[config.mk]
export PLATFORM = sky130hd
export DESIGN_NAME = flash_sector_access_protection
export DESIGN_NICKNAME = d
export VERILOG_FILES = /design/src/guard_state_eval.v /design/src/flash_sector_access_protection.v
export VERILOG_INCLUDE_DIRS = /design/src
export SDC_FILE = /design/constraint.sdc
export NUM_CORES = 1
export LEC_CHECK = 0
export BUFFER_PORTS_ARGS = -buffer_cell sky130_fd_sc_hd__clkbuf_2
export CORE_MARGIN = 2
export CORE_UTILIZATION = 31
export DETAILED_ROUTE_END_ITERATION = 8
export SLEW_MARGIN = 10
export SYNTH_ARGS = -nofsm -noshare
export SYNTH_HDL_FRONTEND = slang
export SYNTH_SLANG_ARGS = --single-unit
export TNS_END_PERCENT = 5
[constraint.sdc]
create_clock -name core_clk -period 4.6 [get_ports core_clk]
set_input_delay 0.23 -clock core_clk [delete_from_list [all_inputs] [get_ports core_clk]]
set_output_delay 0.23 -clock core_clk [all_outputs]
set_load 0.02 [all_outputs]
[src/flash_guard_defs.vh]
`ifndef FLASH_GUARD_DEFS_VH
`define FLASH_GUARD_DEFS_VH
// Protection register addresses (24-bit byte addresses)
`define ADDR_BANK0_LOCK     24'h0edfb4
`define ADDR_BANK1_LOCK     24'h0edfb6
`define ADDR_ACCESS_DEBUG   24'h0edfb8
`define ADDR_UNLOCK_FUSES   24'h0edfbc
`define ADDR_RELOCK_FUSES   24'h0edfbe
// Delivery values of the non-volatile cells
`define RST_BANK0_LOCK      16'hffff
`define RST_BANK1_LOCK      16'hffff
`define RST_ACCESS_DEBUG    16'hacff
`define RST_FUSES           16'hffff
// Field layout
`define BANK0_SECTORS       10
`define BANK1_SECTORS       2
`define FUSE_PAIRS          16
`define BIT_READ_GUARD      0
`define BIT_DEBUG_GUARD     1
// Trap number raised on a refused read
`define TRAP_READ_REFUSED   16'h009b
// Dummy data returned on a refused read
`define DUMMY_READ_DATA     16'h0000
// Flash array window
`define FLASH_BASE          24'h000000
`define FLASH_LIMIT         24'h080000
// Flash register window
`define FREG_BASE           24'h0e0000
`define FREG_LIMIT          24'h0ee000
// Fetch source codes
`define SRC_FLASH           2'h0
`define SRC_INTERNAL_RAM            2'h1
`define SRC_EXTENSION_RAM            2'h2
`define SRC_EXT             2'h3
`endif

[src/guard_state_eval.v]
`timescale 1ns/1ps
`default_nettype none
`include "flash_guard_defs.vh"
// Combinational evaluation of the effective access guard from the fuse chain
module guard_state_eval #(
  parameter PAIRS = `FUSE_PAIRS
) (
  input  wire             read_guard_bit,
  input  wire [PAIRS-1:0] guard_off_fuse,
  input  wire [PAIRS-1:0] guard_on_fuse,
  output wire             guard_active
);
  wire [PAIRS-1:0] pair_unlocked;

  // A pair unlocks when its off fuse is blown but its on fuse is still erased
  genvar i;
  generate
    for (i = 0; i < PAIRS; i = i + 1)
    begin : g_pair
      assign pair_unlocked[i] = ~guard_off_fuse[i] & guard_on_fuse[i];
    end
  endgenerate

  // Fuses blow in chain order, so at most one pair is open; any open pair cancels
  assign guard_active = ~read_guard_bit & ~(|pair_unlocked);
endmodule // guard_state_eval
`default_nettype wire

[src/flash_sector_access_protection.v]
// Functional notes
// - Bank 0 sector writes and erases blocked while its lock bit is 0.
// - Bank 1 sector writes and erases blocked while its lock bit is 0.
// - Read guard 0 refuses flash data access unless code fetched from flash.
// - Debug guard 1 lets debug bypass; 0 disables debug, test port, test modes.
// - Off fuse x at 0 with on fuse x at 1 cancels the read guard.
// - Off fuse 0 may blow only after debug and read guard bits blown.
// - Off fuse x above zero may blow only after on fuse x-1 blown.
// - On fuse x blown with off fuse x+1 erased restores the read guard.
// - On fuse x may blow only after off fuse x blown.
// - At most sixteen disable and re-enable cycles, one per fuse pair.
// - Guarded flash writes from RAM or external code are not carried out.
// - Guarded reads from outside code give dummy data and raise trap 0x009b.
// - Event controller transfers to guarded flash refused until unprotected.
// - Outside code may jump in and read registers, but no data read or reg write.
// - In reset all protection active, then cells copied once to volatile copies.
// - Each non-volatile bit programmable only once, from 1 to 0.
// - Writing 1 to lock bits sets only volatile copies until next reset.
`timescale 1ns/1ps
`default_nettype none
`include "flash_guard_defs.vh"
module flash_sector_access_protection #(
  parameter B0 = `BANK0_SECTORS,
  parameter B1 = `BANK1_SECTORS,
  parameter PAIRS = `FUSE_PAIRS
) (
  input  wire          core_clk,
  input  wire          srst,
  // Non-volatile cell contents, sampled after reset
  input  wire [15:0]   nv_bank0_lock,
  input  wire [15:0]   nv_bank1_lock,
  input  wire [15:0]   nv_access_debug,
  input  wire [15:0]   nv_unlock_fuses,
  input  wire [15:0]   nv_relock_fuses,
  // Set Protection request from the sequencer
  input  wire          prot_set_valid,
  input  wire [23:0]   prot_set_addr,
  input  wire [15:0]   prot_set_data,
  // Access request from CPU or event controller
  input  wire          acc_valid,
  input  wire          acc_write,
  input  wire          acc_from_pec,
  input  wire [1:0]    fetch_src,
  input  wire [23:0]   acc_addr,
  input  wire          acc_erase,
  input  wire [3:0]    acc_sector,
  input  wire          acc_bank,
  // Decisions
  output reg           acc_grant_r,
  output reg           acc_refuse_r,
  output reg           dummy_read_r,
  output reg           trap_r,
  output reg  [15:0]   trap_num_r,
  output reg  [15:0]   dummy_data_r,
  output reg           wp_fail_r,
  output reg           nv_prog_r,
  output reg  [15:0]   nv_prog_value_r,
  output reg  [23:0]   nv_prog_addr_r,
  output reg           debug_enable_r,
  output reg           guard_active_r,
  output reg  [15:0]   rd_bank0_lock_r,
  output reg  [15:0]   rd_bank1_lock_r,
  output reg  [15:0]   rd_access_debug_r,
  output reg  [15:0]   rd_unlock_fuses_r,
  output reg  [15:0]   rd_relock_fuses_r
);
  localparam ST_RESET = 2'h0;
  localparam ST_LOAD  = 2'h1;
  localparam ST_RUN   = 2'h2;

  reg [1:0]       state_r;
  reg [B0-1:0]    bank0_lock_r;
  reg [B1-1:0]    bank1_lock_r;
  reg             read_guard_r;
  reg             debug_guard_r;
  reg [PAIRS-1:0] off_fuse_r;
  reg [PAIRS-1:0] on_fuse_r;
  reg [15:0]      nv_ad_r;
  wire            guard_active;

  guard_state_eval #(
    .PAIRS (PAIRS)
  ) u_eval (
    .read_guard_bit (read_guard_r),
    .guard_off_fuse (off_fuse_r),
    .guard_on_fuse  (on_fuse_r),
    .guard_active   (guard_active)
  );

  // Request classification
  wire in_flash  = (acc_addr >= `FLASH_BASE) && (acc_addr < `FLASH_LIMIT);
  wire in_freg   = (acc_addr >= `FREG_BASE) && (acc_addr < `FREG_LIMIT);
  wire from_fl   = (fetch_src == `SRC_FLASH) && !acc_from_pec;
  wire running   = (state_r == ST_RUN);
  // Outside code or the event controller may not touch guarded flash data
  wire data_deny = guard_active && in_flash && !from_fl;
  wire reg_deny  = guard_active && in_freg && acc_write && !from_fl;
  wire sect_lock = acc_bank ? ~bank1_lock_r[acc_sector[0]]
                            : ((acc_sector < B0) ? ~bank0_lock_r[acc_sector] : 1'b0);
  wire wp_deny   = in_flash && (acc_write || acc_erase) && sect_lock;
  wire refuse    = !running || data_deny || reg_deny || wp_deny;

  // Fuse chain ordering checks for permanent programming
  wire [PAIRS-1:0] off_ok;
  wire [PAIRS-1:0] on_ok;
  genvar k;
  generate
    for (k = 0; k < PAIRS; k = k + 1)
    begin : g_chain
      if (k == 0)
      begin : g_first
        // The first off fuse waits for both guard cells to be blown
        assign off_ok[k] = ~nv_ad_r[`BIT_READ_GUARD] & ~nv_ad_r[`BIT_DEBUG_GUARD];
      end
      else
      begin : g_next
        // Later off fuses wait for the on fuse of the pair before
        assign off_ok[k] = ~nv_relock_fuses[k-1];
      end
      // An on fuse waits for its own off fuse
      assign on_ok[k] = ~nv_unlock_fuses[k];
    end
  endgenerate

  // Only 1-to-0 transitions reach the cells; order violations keep the bit erased
  wire [15:0] unlock_prog = nv_unlock_fuses & ~(~prot_set_data & off_ok);
  wire [15:0] relock_prog = nv_relock_fuses & ~(~prot_set_data & on_ok);
  wire [15:0] lock_prog   = (prot_set_addr == `ADDR_BANK1_LOCK) ?
                            (nv_bank1_lock & prot_set_data) : (nv_bank0_lock & prot_set_data);

  // Next step of the reset, load and run sequence; an unused code falls back to reset
  reg [1:0] state_nxt;
  always @*
  begin
    case (state_r)
      ST_RESET: state_nxt = ST_LOAD;
      ST_LOAD:  state_nxt = ST_RUN;
      ST_RUN:   state_nxt = ST_RUN;
      default:  state_nxt = ST_RESET;
    endcase
  end

  // Reset, load and run sequencing
  always @(posedge core_clk)
  begin
    if (srst)
    begin
      state_r       <= ST_RESET;
      bank0_lock_r  <= {B0{1'b0}};
      bank1_lock_r  <= {B1{1'b0}};
      read_guard_r  <= 1'b0;
      debug_guard_r <= 1'b0;
      off_fuse_r    <= {PAIRS{1'b1}};
      on_fuse_r     <= {PAIRS{1'b1}};
      nv_ad_r       <= `RST_ACCESS_DEBUG;
    end
    else
    begin
      case (state_r)
        ST_RESET: state_r <= state_nxt;
        ST_LOAD:
        begin
          // Single copy of the cells into the volatile registers
          bank0_lock_r  <= nv_bank0_lock[B0-1:0];
          bank1_lock_r  <= nv_bank1_lock[B1-1:0];
          read_guard_r  <= nv_access_debug[`BIT_READ_GUARD];
          debug_guard_r <= nv_access_debug[`BIT_DEBUG_GUARD];
          off_fuse_r    <= nv_unlock_fuses[PAIRS-1:0];
          on_fuse_r     <= nv_relock_fuses[PAIRS-1:0];
          nv_ad_r       <= nv_access_debug;
          state_r       <= state_nxt;
        end
        ST_RUN:
        begin
          if (prot_set_valid && prot_set_addr == `ADDR_BANK0_LOCK)
            bank0_lock_r <= prot_set_data[B0-1:0];
          if (prot_set_valid && prot_set_addr == `ADDR_BANK1_LOCK)
            bank1_lock_r <= prot_set_data[B1-1:0];
          if (prot_set_valid && prot_set_addr == `ADDR_ACCESS_DEBUG)
          begin
            // Writing 1 lifts the guard temporarily; 0 sets it
            read_guard_r <= prot_set_data[`BIT_READ_GUARD];
            nv_ad_r      <= nv_access_debug & prot_set_data;
          end
        end
        default: state_r <= state_nxt;
      endcase
    end
  end

  // Next values of the decision pulses
  reg  acc_grant_nxt;
  reg  acc_refuse_nxt;
  reg  dummy_read_nxt;
  reg  trap_nxt;
  reg  wp_fail_nxt;
  wire plain_read = acc_valid && !acc_write && !acc_erase;
  always @*
  begin
    acc_grant_nxt  = 1'b0;
    acc_refuse_nxt = 1'b0;
    dummy_read_nxt = 1'b0;
    trap_nxt       = 1'b0;
    wp_fail_nxt    = 1'b0;
    if (acc_valid)
    begin
      // Exactly one of grant and refuse answers every request
      acc_grant_nxt  = !refuse;
      acc_refuse_nxt = refuse;
      wp_fail_nxt    = running && wp_deny;
    end
    if (plain_read && data_deny)
    begin
      // The event controller gets dummy data but never the software trap
      dummy_read_nxt = 1'b1;
      trap_nxt       = !acc_from_pec;
    end
  end

  // Access decisions, registered
  always @(posedge core_clk)
  begin
    if (srst)
    begin
      // No decision is pending while in reset
      acc_grant_r  <= 1'b0;
      acc_refuse_r <= 1'b0;
      dummy_read_r <= 1'b0;
      trap_r       <= 1'b0;
      trap_num_r   <= 16'h0000;
      dummy_data_r <= `DUMMY_READ_DATA;
      wp_fail_r    <= 1'b0;
    end
    else
    begin
      acc_grant_r  <= acc_grant_nxt;
      acc_refuse_r <= acc_refuse_nxt;
      dummy_read_r <= dummy_read_nxt;
      trap_r       <= trap_nxt;
      // Trap number and dummy word are constants, refreshed every cycle
      trap_num_r   <= `TRAP_READ_REFUSED;
      dummy_data_r <= `DUMMY_READ_DATA;
      wp_fail_r    <= wp_fail_nxt;
    end
  end

  // Value handed to the cells; only 1-to-0 steps of the addressed register survive
  reg [15:0] nv_prog_value_nxt;
  always @*
  begin
    case (prot_set_addr)
      `ADDR_UNLOCK_FUSES: nv_prog_value_nxt = unlock_prog;
      `ADDR_RELOCK_FUSES: nv_prog_value_nxt = relock_prog;
      `ADDR_ACCESS_DEBUG: nv_prog_value_nxt = nv_access_debug & prot_set_data;
      default:            nv_prog_value_nxt = lock_prog;
    endcase
  end

  // Debug opens only once the cells are loaded, so a blown debug cell is never bypassed
  wire        debug_enable_nxt    = running && debug_guard_r;
  // The guard reads as in force until the copies are valid
  wire        guard_active_nxt    = !running || guard_active;
  // Readback words; unused lock positions read as erased cells
  wire [15:0] rd_bank0_lock_nxt   = {{(16-B0){1'b1}}, bank0_lock_r};
  wire [15:0] rd_bank1_lock_nxt   = {{(16-B1){1'b1}}, bank1_lock_r};
  wire [15:0] rd_access_debug_nxt = {nv_ad_r[15:2], debug_guard_r, read_guard_r};

  // Cell programming and status outputs
  always @(posedge core_clk)
  begin
    if (srst)
    begin
      // Guard in force and debug shut while in reset
      nv_prog_r         <= 1'b0;
      nv_prog_value_r   <= `RST_FUSES;
      nv_prog_addr_r    <= 24'h000000;
      debug_enable_r    <= 1'b0;
      guard_active_r    <= 1'b1;
      rd_bank0_lock_r   <= 16'h0000;
      rd_bank1_lock_r   <= 16'h0000;
      rd_access_debug_r <= 16'h0000;
      rd_unlock_fuses_r <= `RST_FUSES;
      rd_relock_fuses_r <= `RST_FUSES;
    end
    else
    begin
      nv_prog_r      <= prot_set_valid && running;
      nv_prog_addr_r <= prot_set_addr;
      nv_prog_value_r   <= nv_prog_value_nxt;
      debug_enable_r    <= debug_enable_nxt;
      guard_active_r    <= guard_active_nxt;
      rd_bank0_lock_r   <= rd_bank0_lock_nxt;
      rd_bank1_lock_r   <= rd_bank1_lock_nxt;
      rd_access_debug_r <= rd_access_debug_nxt;
      rd_unlock_fuses_r <= off_fuse_r;
      rd_relock_fuses_r <= on_fuse_r;
    end
  end
endmodule // flash_sector_access_protection
`default_nettype wire

==> flow_metrics.py, run 1 <==
metrics = {
    "outcome": {
        "outcome": "completed",
    },
    "finish": {
        "final_util_pct": 40.2,
        "final_layout_size_suffix_gt1_share_pct": 36.2,
        "syn_to_final_growth_pct": 27.2,
        "nets": 1145,
        "diodes": 0,
        "fin_cells": 1279,
        "fillers": 2286,
    },
    "power": {
        "power.switching_mw": 1.09,
        "ir_drop_mv": 0.250,
        "seqPwrFrac_pct": 46.3,
        "leakage_nw": 4.10,
        "p_clk_share_pct": 36.6,
        "combPwrFrac_pct": 17.1,
        "swShare_pct": 29.8,
        "power-per-cell-area_nw_per_um2": 414,
        "p_int_mw": 2.56,
    },
    "cts": {
        "hold_buffers": 1,
        "cts_root_buf": "clkbuf_16",
        "path_clk_slew_ns": 0.07,
        "clock_sinks": 173,
        "cts-resized-gates": 0,
        "cts_tree": "done",
        "h-tree-depth": 4,
        "cts_setup_buffers": 0,
        "cts_made_buffers": 17,
        "max-clock-path-buffers": 2,
        "clkLatencyLatePin_ns": 0.42,
    },
    "grt": {
        "track_usage_pct": 18.9,
        "globalRouteMet3Util_pct": 4.25,
        "met1_usage_pct": 24.1,
        "first_global_vias": 5719,
        "busiest_layer": "met2",
        "use_met2_pct": 32.2,
        "antenna_found_initial": 0,
        "grt.overflow.total": 0,
        "grt_pass1_wl_mm": 33.9,
        "grt_max_degree": 90,
    },
    "synth": {
        "avgSynthCellArea_um2": 9.23,
        "synthMuxAreaShare_pct": 3.82,
        "synth_compound_gate_area_share_pct": 16.4,
        "yosys.area_share.xor_xnor_pct": 0,
        "ys_seq_elements": 173,
        "synth_edf_count": 0,
        "yosysMostFrequentCell": "dfxtp_1",
        "synthAdderAreaFrac_pct": 0,
        "synth-simple-area-share_pct": 20.7,
        "ys_top_cells_by_count": "dfxtp_1, nand2_1, nor2b_1, buf_4, a21oi_1",
        "syn_area_um2": 6920,
        "yosysTopAreaCellShare_pct": 50.1,
        "ys_warn_count": 0,
        "synth_ff_type": "dfxtp_1",
        "synth_top_family_by_area": "simple AND/OR/NAND/NOR gates",
        "synth_cells": 749,
        "synthTopCellsByArea": "dfxtp_1, nand2_1, buf_4",
        "ys_seq_area_share_pct": 50.1,
        "ys_types": 54,
        "post-synth-top-area-cell": "dfxtp_1",
        "async_reset_ff_share_pct": 0,
    },
    "detailed_routing": {
        "drc": 0,
        "dr.pass1.iters": 6,
        "drtIter0Drc": 292,
        "ant_nets": 0,
        "routed_wl_mm": 22.8,
        "via_count": 6063,
        "detail_route.vias_per_cell": 4.74,
        "wire_per_inst_um": 17.8,
    },
    "floorplanning": {
        "io_pins": 318,
        "start_util_pct": 31.6,
        "die_y_um": 153,
        "core_um2": 21900,
        "fp-row-count": 54,
        "fp.dieW_um": 153,
        "die_area_um2": 23500,
    },
    "sta": {
        "maxSlewViolCount": 0,
        "fin_ws_ns": 2.30,
        "whs_ns": 0.0346,
        "fin_crit_ns": 2.30,
        "finalClockSkew_ns": 0.00841,
        "rsz0062_at_grt": "no",
        "finalSetupTns_ns": 0,
        "period_share_pct": 50.1,
        "finalHoldViolations": 0,
        "finalSetupViolCount": 0,
        "tightest_slew_ns": 1.14,
        "clock.fmax_ghz": 0.434,
        "slew_headroom_pct": 23.8,
    },
    "critical_path": {
        "path_buf_inv": 0,
        "cp.depth": 5,
        "critPathRequiredTime_ns": 4.92,
        "startpoint_type": "flop",
        "path_class": "flop to flop",
        "crit_start": "off_fuse_r[10]",
        "crit_fanout": 3,
        "reg2reg_depth": 5,
        "slowest_delay_ns": 1.01,
        "cp-end-kind": "flop",
        "crit_family": "compound AO/OA/AOI/OAI gates",
        "reg2reg_from": "off_fuse_r[10]",
        "arrival_ns": 2.63,
        "crit_chain": "nand2b_1 -> o2111ai_1 -> a2111oi_1 -> nand4_1 -> and3_1",
        "slowest_stage": "a2111oi_1",
    },
    "place": {
        "gp_congestion": 0.818,
        "hpwl_mm": 16.9,
        "dp.cells": 1247,
        "preCtsSetupSlack_ns": 2.25,
        "portBuffers": 277,
    },
    "hold_path": {
        "min_path_cells": 2,
        "worstHoldPathType": "primary input to flop",
        "holdCritStartpoint": "prot_set_addr[9]",
    },
    "run": {
        "max_cap_viol_count": 0,
    },
}
[kinds of logic (layout without fill, tap and decap cells)]
logic type             count (synthesis)  after routing
AO/OA/AOI/OAI                        164            164
buffers and inverters                107            331
flip-flops                           173            173
multiplexers                          23             23
other                                  1             27
AND/OR/NAND/NOR                      281            281
[flip-flops by register name, summed over array words and instances (netlist names), 10 cells and up]
signal	count
nv_prog_addr_r	24
nv_ad_r	16
nv_prog_value_r	16
off_fuse_r	16
on_fuse_r	16
rd_access_debug_r	16
rd_relock_fuses_r	16
rd_unlock_fuses_r	16
rd_bank0_lock_r	11
bank0_lock_r	10
[per-stage QoR]
| stage | area (um^2) | total power [mW] |
|---|---|---|
| after floorplan | 7010 | 2.11 |
| after detailed placement | 8260 | 2.35 |
| after CTS | 8800 | 3.69 |
| after global placement | 8260 | 2.34 |
| after global routing | 8800 | 3.81 |
| final | 8800 | 3.64 |
[power groups by stage]
stage	registers, mW	clock network [mW]	logic (mW)
after floorplan	1.78	0	0.333
after global placement	1.72	0	0.623
after detailed placement	1.72	0	0.628
after CTS	1.69	1.37	0.631
after global routing	1.70	1.43	0.683
final	1.69	1.33	0.624
[layout by cell type (no fill, tap or decap), drive strengths merged, types with 21 or more instances in the layout]
cell and count:
clkbuf 296, nand2 119, o211ai 42, dfxtp 173, o21ai 36, conb 27
or2 21, nor2b 55, nor2 37, a21oi 47
[cell type report]
class	instances	area (um^2)	area share, %
Clock buffer	20	447	5.08
Timing Repair Buffer	287	1470	16.7
Clock inverter	11	85.1	0.967
Inverter	13	48.8	0.555
Multi-Input combinational cell	495	2940	33.4
Sequential cell	173	3460	39.4
Tap cell	280	350	3.98
[final timing paths]
kind	endpoint	slack, ns
worst max-delay path	acc_grant_r	2.30
worst min-delay path	nv_prog_addr_r[9]	0.03
worst max register to register	acc_grant_r	2.30
worst min register to register	rd_relock_fuses_r[6]	0.43
[routing by layer]
layer	vias to the layer above	wire length, um
met5	-	0
met4	0	278
met3	16	1440
met2	231	11200
met1	2833	9880
li1	2983	-
Note: power is estimated with default switching activity, not from simulation.
==> inputs of run 2 (changes only) <==
==> constraint.sdc (replaced) <==
create_clock -name core_clk -period 1.85 [get_ports core_clk]
set_input_delay 0.0925 -clock core_clk [delete_from_list [all_inputs] [get_ports core_clk]]
set_output_delay 0.0925 -clock core_clk [all_outputs]
set_load 0.02 [all_outputs]
==> run 2 against run 1 <==
- via count up 9.7%
- non-clock buffer count increased by 131
- final cell count is 10% higher
- die area is the same
- routed wire length up 6.9%
- sequential cell count stayed put
- first-iteration DRC count is 34% higher
- register-to-register slack got worse by 2.2 ns
- total power grew to 2.7 times the previous value
- hold slack worse by 0.045 ns
- cell area is 17% higher
- critical path depth up 3
- the flow now finishes with violations (hold timing)
==> flow_metrics.py, run 2 (synthesized netlist as in run 1, its figures left out) <==
metrics = {
    "power": {
        "ir_drop_mv": 0.561,
        "power-per-cell-area_nw_per_um2": 943,
        "leakage_nw": 4.77,
    },
    "critical_path": {
        "critPathRequiredTime_ns": 2.19,
        "reg2reg_from": "off_fuse_r[2]",
        "path_buf_inv": 3,
        "crit_chain": "dlygate4sd3_1 -> clkbuf_2 -> nand4b_4 -> or4_4 -> o21ai_4 -> buf_12 -> nor2_1 -> a311oi_2",
        "crit_fanout": 10,
        "arrival_ns": 2.16,
        "path_class": "primary input to flop",
        "slowest_stage": "or4_4",
        "slowest_delay_ns": 0.58,
        "startpoint_type": "primary input",
        "crit_family": "simple AND/OR/NAND/NOR gates",
        "cp-end-kind": "flop",
        "crit_start": "prot_set_addr[6]",
    },
    "detailed_routing": {
        "dr.pass1.iters": 5,
        "detail_route.vias_per_cell": 4.71,
        "drtIter0Drc": 391,
        "drc": 0,
        "routed_wl_mm": 24.4,
        "wire_per_inst_um": 17.3,
        "ant_nets": 0,
        "via_count": 6653,
    },
    "hold_path": {
        "worstHoldPathType": "primary input to flop",
        "holdCritStartpoint": "prot_set_data[4]",
    },
    "sta": {
        "finalSetupViolCount": 0,
        "fin_crit_ns": 1.82,
        "tightest_slew_ns": 0.636,
        "clock.fmax_ghz": 0.549,
        "slew_headroom_pct": 57.5,
        "whs_ns": -0.0103,
        "maxSlewViolCount": 0,
        "period_share_pct": 98.5,
        "finalClockSkew_ns": 0.00877,
        "fin_ws_ns": 0.0285,
        "finalHoldViolations": 1,
    },
    "grt": {
        "grt_max_degree": 52,
        "track_usage_pct": 20.2,
        "met1_usage_pct": 24.5,
        "antenna_found_initial": 1,
        "busiest_layer": "met2",
        "use_met2_pct": 35.8,
        "globalRouteMet3Util_pct": 4.31,
        "first_global_vias": 6561,
        "grt.overflow.total": 0,
        "grt_pass1_wl_mm": 36.6,
    },
    "finish": {
        "top_register": "nv_prog_addr_r",
        "final_cell_mix": "clkbuf_2, dfxtp_1, nand2_1, dlygate4sd3_1, nor2b_1",
        "largest_reg_flops": 24,
        "fin_cells": 1412,
        "nets": 1276,
        "layout_commonest_cell": "clkbuf_2",
        "syn_to_final_growth_pct": 49.1,
        "final_layout_size_suffix_gt1_share_pct": 33.8,
    },
    "place": {
        "portBuffers": 277,
        "dp.cells": 1266,
        "hpwl_mm": 17.5,
        "gp_congestion": 0.842,
        "preCtsSetupSlack_ns": 0.0245,
    },
    "cts": {
        "max-clock-path-buffers": 2,
        "h-tree-depth": 4,
        "cts_made_buffers": 17,
        "cts_tree": "done",
        "path_clk_slew_ns": 0.07,
        "cts_root_buf": "clkbuf_16",
        "clkLatencyLatePin_ns": 0.43,
        "clock_sinks": 173,
    },
    "floorplanning": {
        "die_y_um": 153,
        "start_util_pct": 31.6,
        "io_pins": 318,
        "fp-row-count": 54,
        "fp.dieW_um": 153,
        "core_um2": 21900,
        "die_area_um2": 23500,
    },
    "outcome": {
        "failed_checks": "hold timing",
        "outcome": "complete, but fails checks",
    },
    "run": {
        "max_cap_viol_count": 0,
    },
}
## run 2: layer usage
layer	routed length (um)	up-vias
met2	12100	271
met5	0	-
met3	1530	30
met1	10200	3105
li1	-	3247
met4	511	0
## run 2: final cells by class
type / instances / area, um^2
fill: 2143 / 11600
sequential: 173 / 3460
multi-input combinational: 495 / 3000
timing repair buffer: 418 / 2850
clock buffer: 19 / 443
tap: 280 / 350
clock inverter: 13 / 154
inverter: 13 / 48.8
antenna: 1 / 2.50
## run 2: timing repair
action | CTS | global route
hold endpoints to repair | 98 | 1
gates resized for setup | 0 | 18
hold buffers | 119 | 1
setup endpoints to repair | 0 | 47
setup buffers | 0 | 1
## run 2: path summary, 6_finish.rpt
path / endpoint / slack, ns / cells after the start
min: nv_prog_value_r[4] / -0.01 / 3
min reg2reg: rd_relock_fuses_r[3] / 0.43 / 2
max reg2reg: acc_grant_r / 0.08 / 6
max: bank0_lock_r[4] / 0.03 / 8
## run 2: report_power, final
part	internal [mW]	switching [mW]
logic	0.796	1.08
clock network	2.07	1.60
registers	4.04	0.146
## run 2: per-stage QoR
stage               power [mW]  utilization [%]  hold slack, ns  cell area [um^2]  TNS, ns
detailed placement        5.91             38.6           0.288              8450        0
CTS                       9.77             46.8         0.00108             10200        0
floorplan                 5.25                -           0.171              7010        0
global placement          5.89             38.6           0.286              8450        0
global route              10.2             47.1          0.0215             10300  -0.0484
finish                    9.72             47.1         -0.0103             10300        0
## run 2: tightest hold or removal path, delay by kind of cell
kind,cells,cell delay [ns]
AO/OA/AOI/OAI,1,0.06
buffers and inverters,1,0.14
AND/OR/NAND/NOR,1,0.07
==> inputs of run 3 (changes only) <==
==> constraint.sdc (replaced) <==
create_clock -name core_clk -period 1.85 [get_ports core_clk]
set_input_delay 0.185 -clock core_clk [delete_from_list [all_inputs] [get_ports core_clk]]
set_output_delay 0.185 -clock core_clk [all_outputs]
set_load 0.02 [all_outputs]
==> run 3 against run 2 <==
- the flow now finishes without violations
- sequential cell count unchanged
- critical endpoint is now bank1_lock_r[0]
- die area unchanged
- sequential share of layout area increased by 3.4 points
- highest routed layer is now met5
- non-clock buffer count decreased by 93
- clock power increased by 9.6%
==> flow_metrics.py, run 3 (synthesized netlist as in run 1, its figures left out) <==
metrics = {
    "outcome": {
        "outcome": "completed",
    },
    "floorplanning": {
        "die_y_um": 153,
        "core_um2": 21900,
        "io_pins": 318,
        "start_util_pct": 31.6,
        "fp.dieW_um": 153,
        "die_area_um2": 23500,
        "fp-row-count": 54,
    },
    "finish": {
        "diodes": 0,
        "nets": 1183,
        "final_layout_size_suffix_gt1_share_pct": 37.4,
        "fillers": 2221,
        "top_register": "nv_prog_addr_r",
        "final_cell_mix": "clkbuf_2, dfxtp_1, nand2_1, nor2b_1, a21oi_1",
        "layout_commonest_cell": "clkbuf_2",
        "largest_reg_flops": 24,
        "syn_to_final_growth_pct": 35.6,
    },
    "sta": {
        "whs_ns": 0.0209,
        "finalHoldViolations": 0,
        "fin_ws_ns": 0.0779,
        "rsz0062_at_grt": "no",
        "finalClockSkew_ns": 0.0114,
        "clock.fmax_ghz": 0.564,
        "finalSetupViolCount": 0,
        "tightest_slew_ns": 0.633,
        "period_share_pct": 95.8,
        "slew_headroom_pct": 57.7,
        "maxSlewViolCount": 0,
        "fin_crit_ns": 1.77,
    },
    "critical_path": {
        "path_class": "primary input to flop",
        "reg2reg_depth": 5,
        "cp-end-kind": "flop",
        "path_buf_inv": 4,
        "critPathRequiredTime_ns": 2.16,
        "slowest_delay_ns": 0.53,
        "arrival_ns": 2.09,
        "crit_family": "buffers and inverters",
        "rrSetupSlack_ns": 0.12,
        "crit_fanout": 5,
        "reg2reg_from": "bank0_lock_r[5]",
        "slowest_stage": "dlygate4sd3_1",
        "crit_chain": "dlygate4sd3_1 -> clkbuf_2 -> nor4b_4 -> buf_4 -> nand4b_1 -> buf_4 -> o21ai_4 -> mux2_4",
        "crit_start": "prot_set_addr[21]",
        "cp_common_cell": "buf_4",
        "r2r-end": "acc_grant_r",
        "startpoint_type": "primary input",
    },
    "place": {
        "preCtsSetupSlack_ns": -0.00348,
        "portBuffers": 277,
        "gp_congestion": 0.857,
        "hpwl_mm": 17.5,
    },
    "detailed_routing": {
        "dr.pass1.iters": 4,
        "top_layer_used": "met5",
        "wl_met2_mm": 11.2,
        "routedLengthMet1_mm": 9.63,
        "via_count": 6229,
        "wire_per_inst_um": 17.4,
        "ant_nets": 0,
        "wl_met3_mm": 1.60,
        "drtIter0Drc": 382,
        "drc": 0,
        "detail_route.vias_per_cell": 4.73,
        "routed_wl_mm": 22.9,
    },
    "cts": {
        "cts_made_buffers": 17,
        "max-clock-path-buffers": 2,
        "cts_root_buf": "clkbuf_16",
        "clock_sinks": 173,
        "clkLatencyLatePin_ns": 0.43,
        "path_clk_slew_ns": 0.07,
        "cts_tree": "done",
        "h-tree-depth": 4,
    },
    "power": {
        "power-per-cell-area_nw_per_um2": 1050,
        "ir_drop_mv": 0.538,
        "leakage_nw": 4.42,
        "total_power_mw": 9.88,
    },
    "grt": {
        "grt_pass1_wl_mm": 34.4,
        "grt_max_degree": 96,
        "track_usage_pct": 19.2,
        "antenna_found_initial": 1,
        "first_global_vias": 5995,
        "grt.overflow.total": 0,
    },
    "run": {
        "max_cap_viol_count": 0,
    },
    "hold_path": {
        "holdCritStartpoint": "prot_set_addr[11]",
        "holdPathEnd": "nv_prog_addr_r[11]",
        "min_path_cells": 2,
        "worstHoldPathType": "primary input to flop",
    },
}
run 3: changes by cell type in the layout (fill, tap and decap cells not counted), sizes merged:
cell          before  now
buf               31   35
bufinv             2    5
clkbuf           286  288
clkinv             4    1
clkinvlp           0    2
diode              1    0
dlygate4sd3      117   14
dlymetal6s4s       3    5
inv               20   19
run 3: routing by layer:
| layer | GRT usage (%) | up-vias |
|---|---|---|
| li1 | - | 3065 |
| met1 | 23.7 | 2873 |
| met2 | 32.8 | 260 |
| met3 | 5.25 | 29 |
| met4 | 5.59 | 2 |
| met5 | 0 | - |
run 3: cell type report:
type / instances / area (um^2) / area share [%]
Multi-Input combinational cell: 495 / 2990 / 31.9
Tap cell: 280 / 350 / 3.74
Timing Repair Buffer: 325 / 1870 / 20.0
Clock inverter: 14 / 228 / 2.43
Inverter: 13 / 48.8 / 0.520
Sequential cell: 173 / 3460 / 36.9
Clock buffer: 17 / 425 / 4.54
run 3: power breakdown:
group | total, mW | internal [mW] | switching, mW
sequential | 4.19 | 4.04 | 0.143
combinational | 1.69 | 0.662 | 1.02
clock | 4.01 | 2.42 | 1.58
total | 9.88 | 7.13 | 2.75
run 3: per-stage QoR:
step / util, % / TNS [ns] / instance area (um^2) / instances
2_1_floorplan: - / 0 / 7010 / 775
3_3_place_gp: 38.7 / 0 / 8480 / 1270
3_5_place_dp: 38.7 / -0.00348 / 8480 / 1270
4_1_cts: 42.6 / 0 / 9320 / 1320
5_1_grt: 42.8 / 0 / 9380 / 1317
6_report: 42.8 / 0 / 9380 / 1317
run 3: worst max path at each step:
stage / end / slack (ns) / depth (start not counted)
floorplan: bank1_lock_r[0] / 0.22 / 6
finish: bank1_lock_r[0] / 0.08 / 8
global placement: acc_grant_r / 0.004 / 6
CTS: bank0_lock_r[5] / 0.01 / 8
detailed placement: acc_grant_r / -0.003 / 6
global route: bank1_lock_r[0] / 0.02 / 8
run 3: what timing repair did:
item / in CTS / in global routing
gates resized for setup: 0 / 19
hold endpoints to repair: 19 / 0
hold buffers: 19 / 0
setup buffers: 0 / 0
setup endpoints to repair: 0 / 22
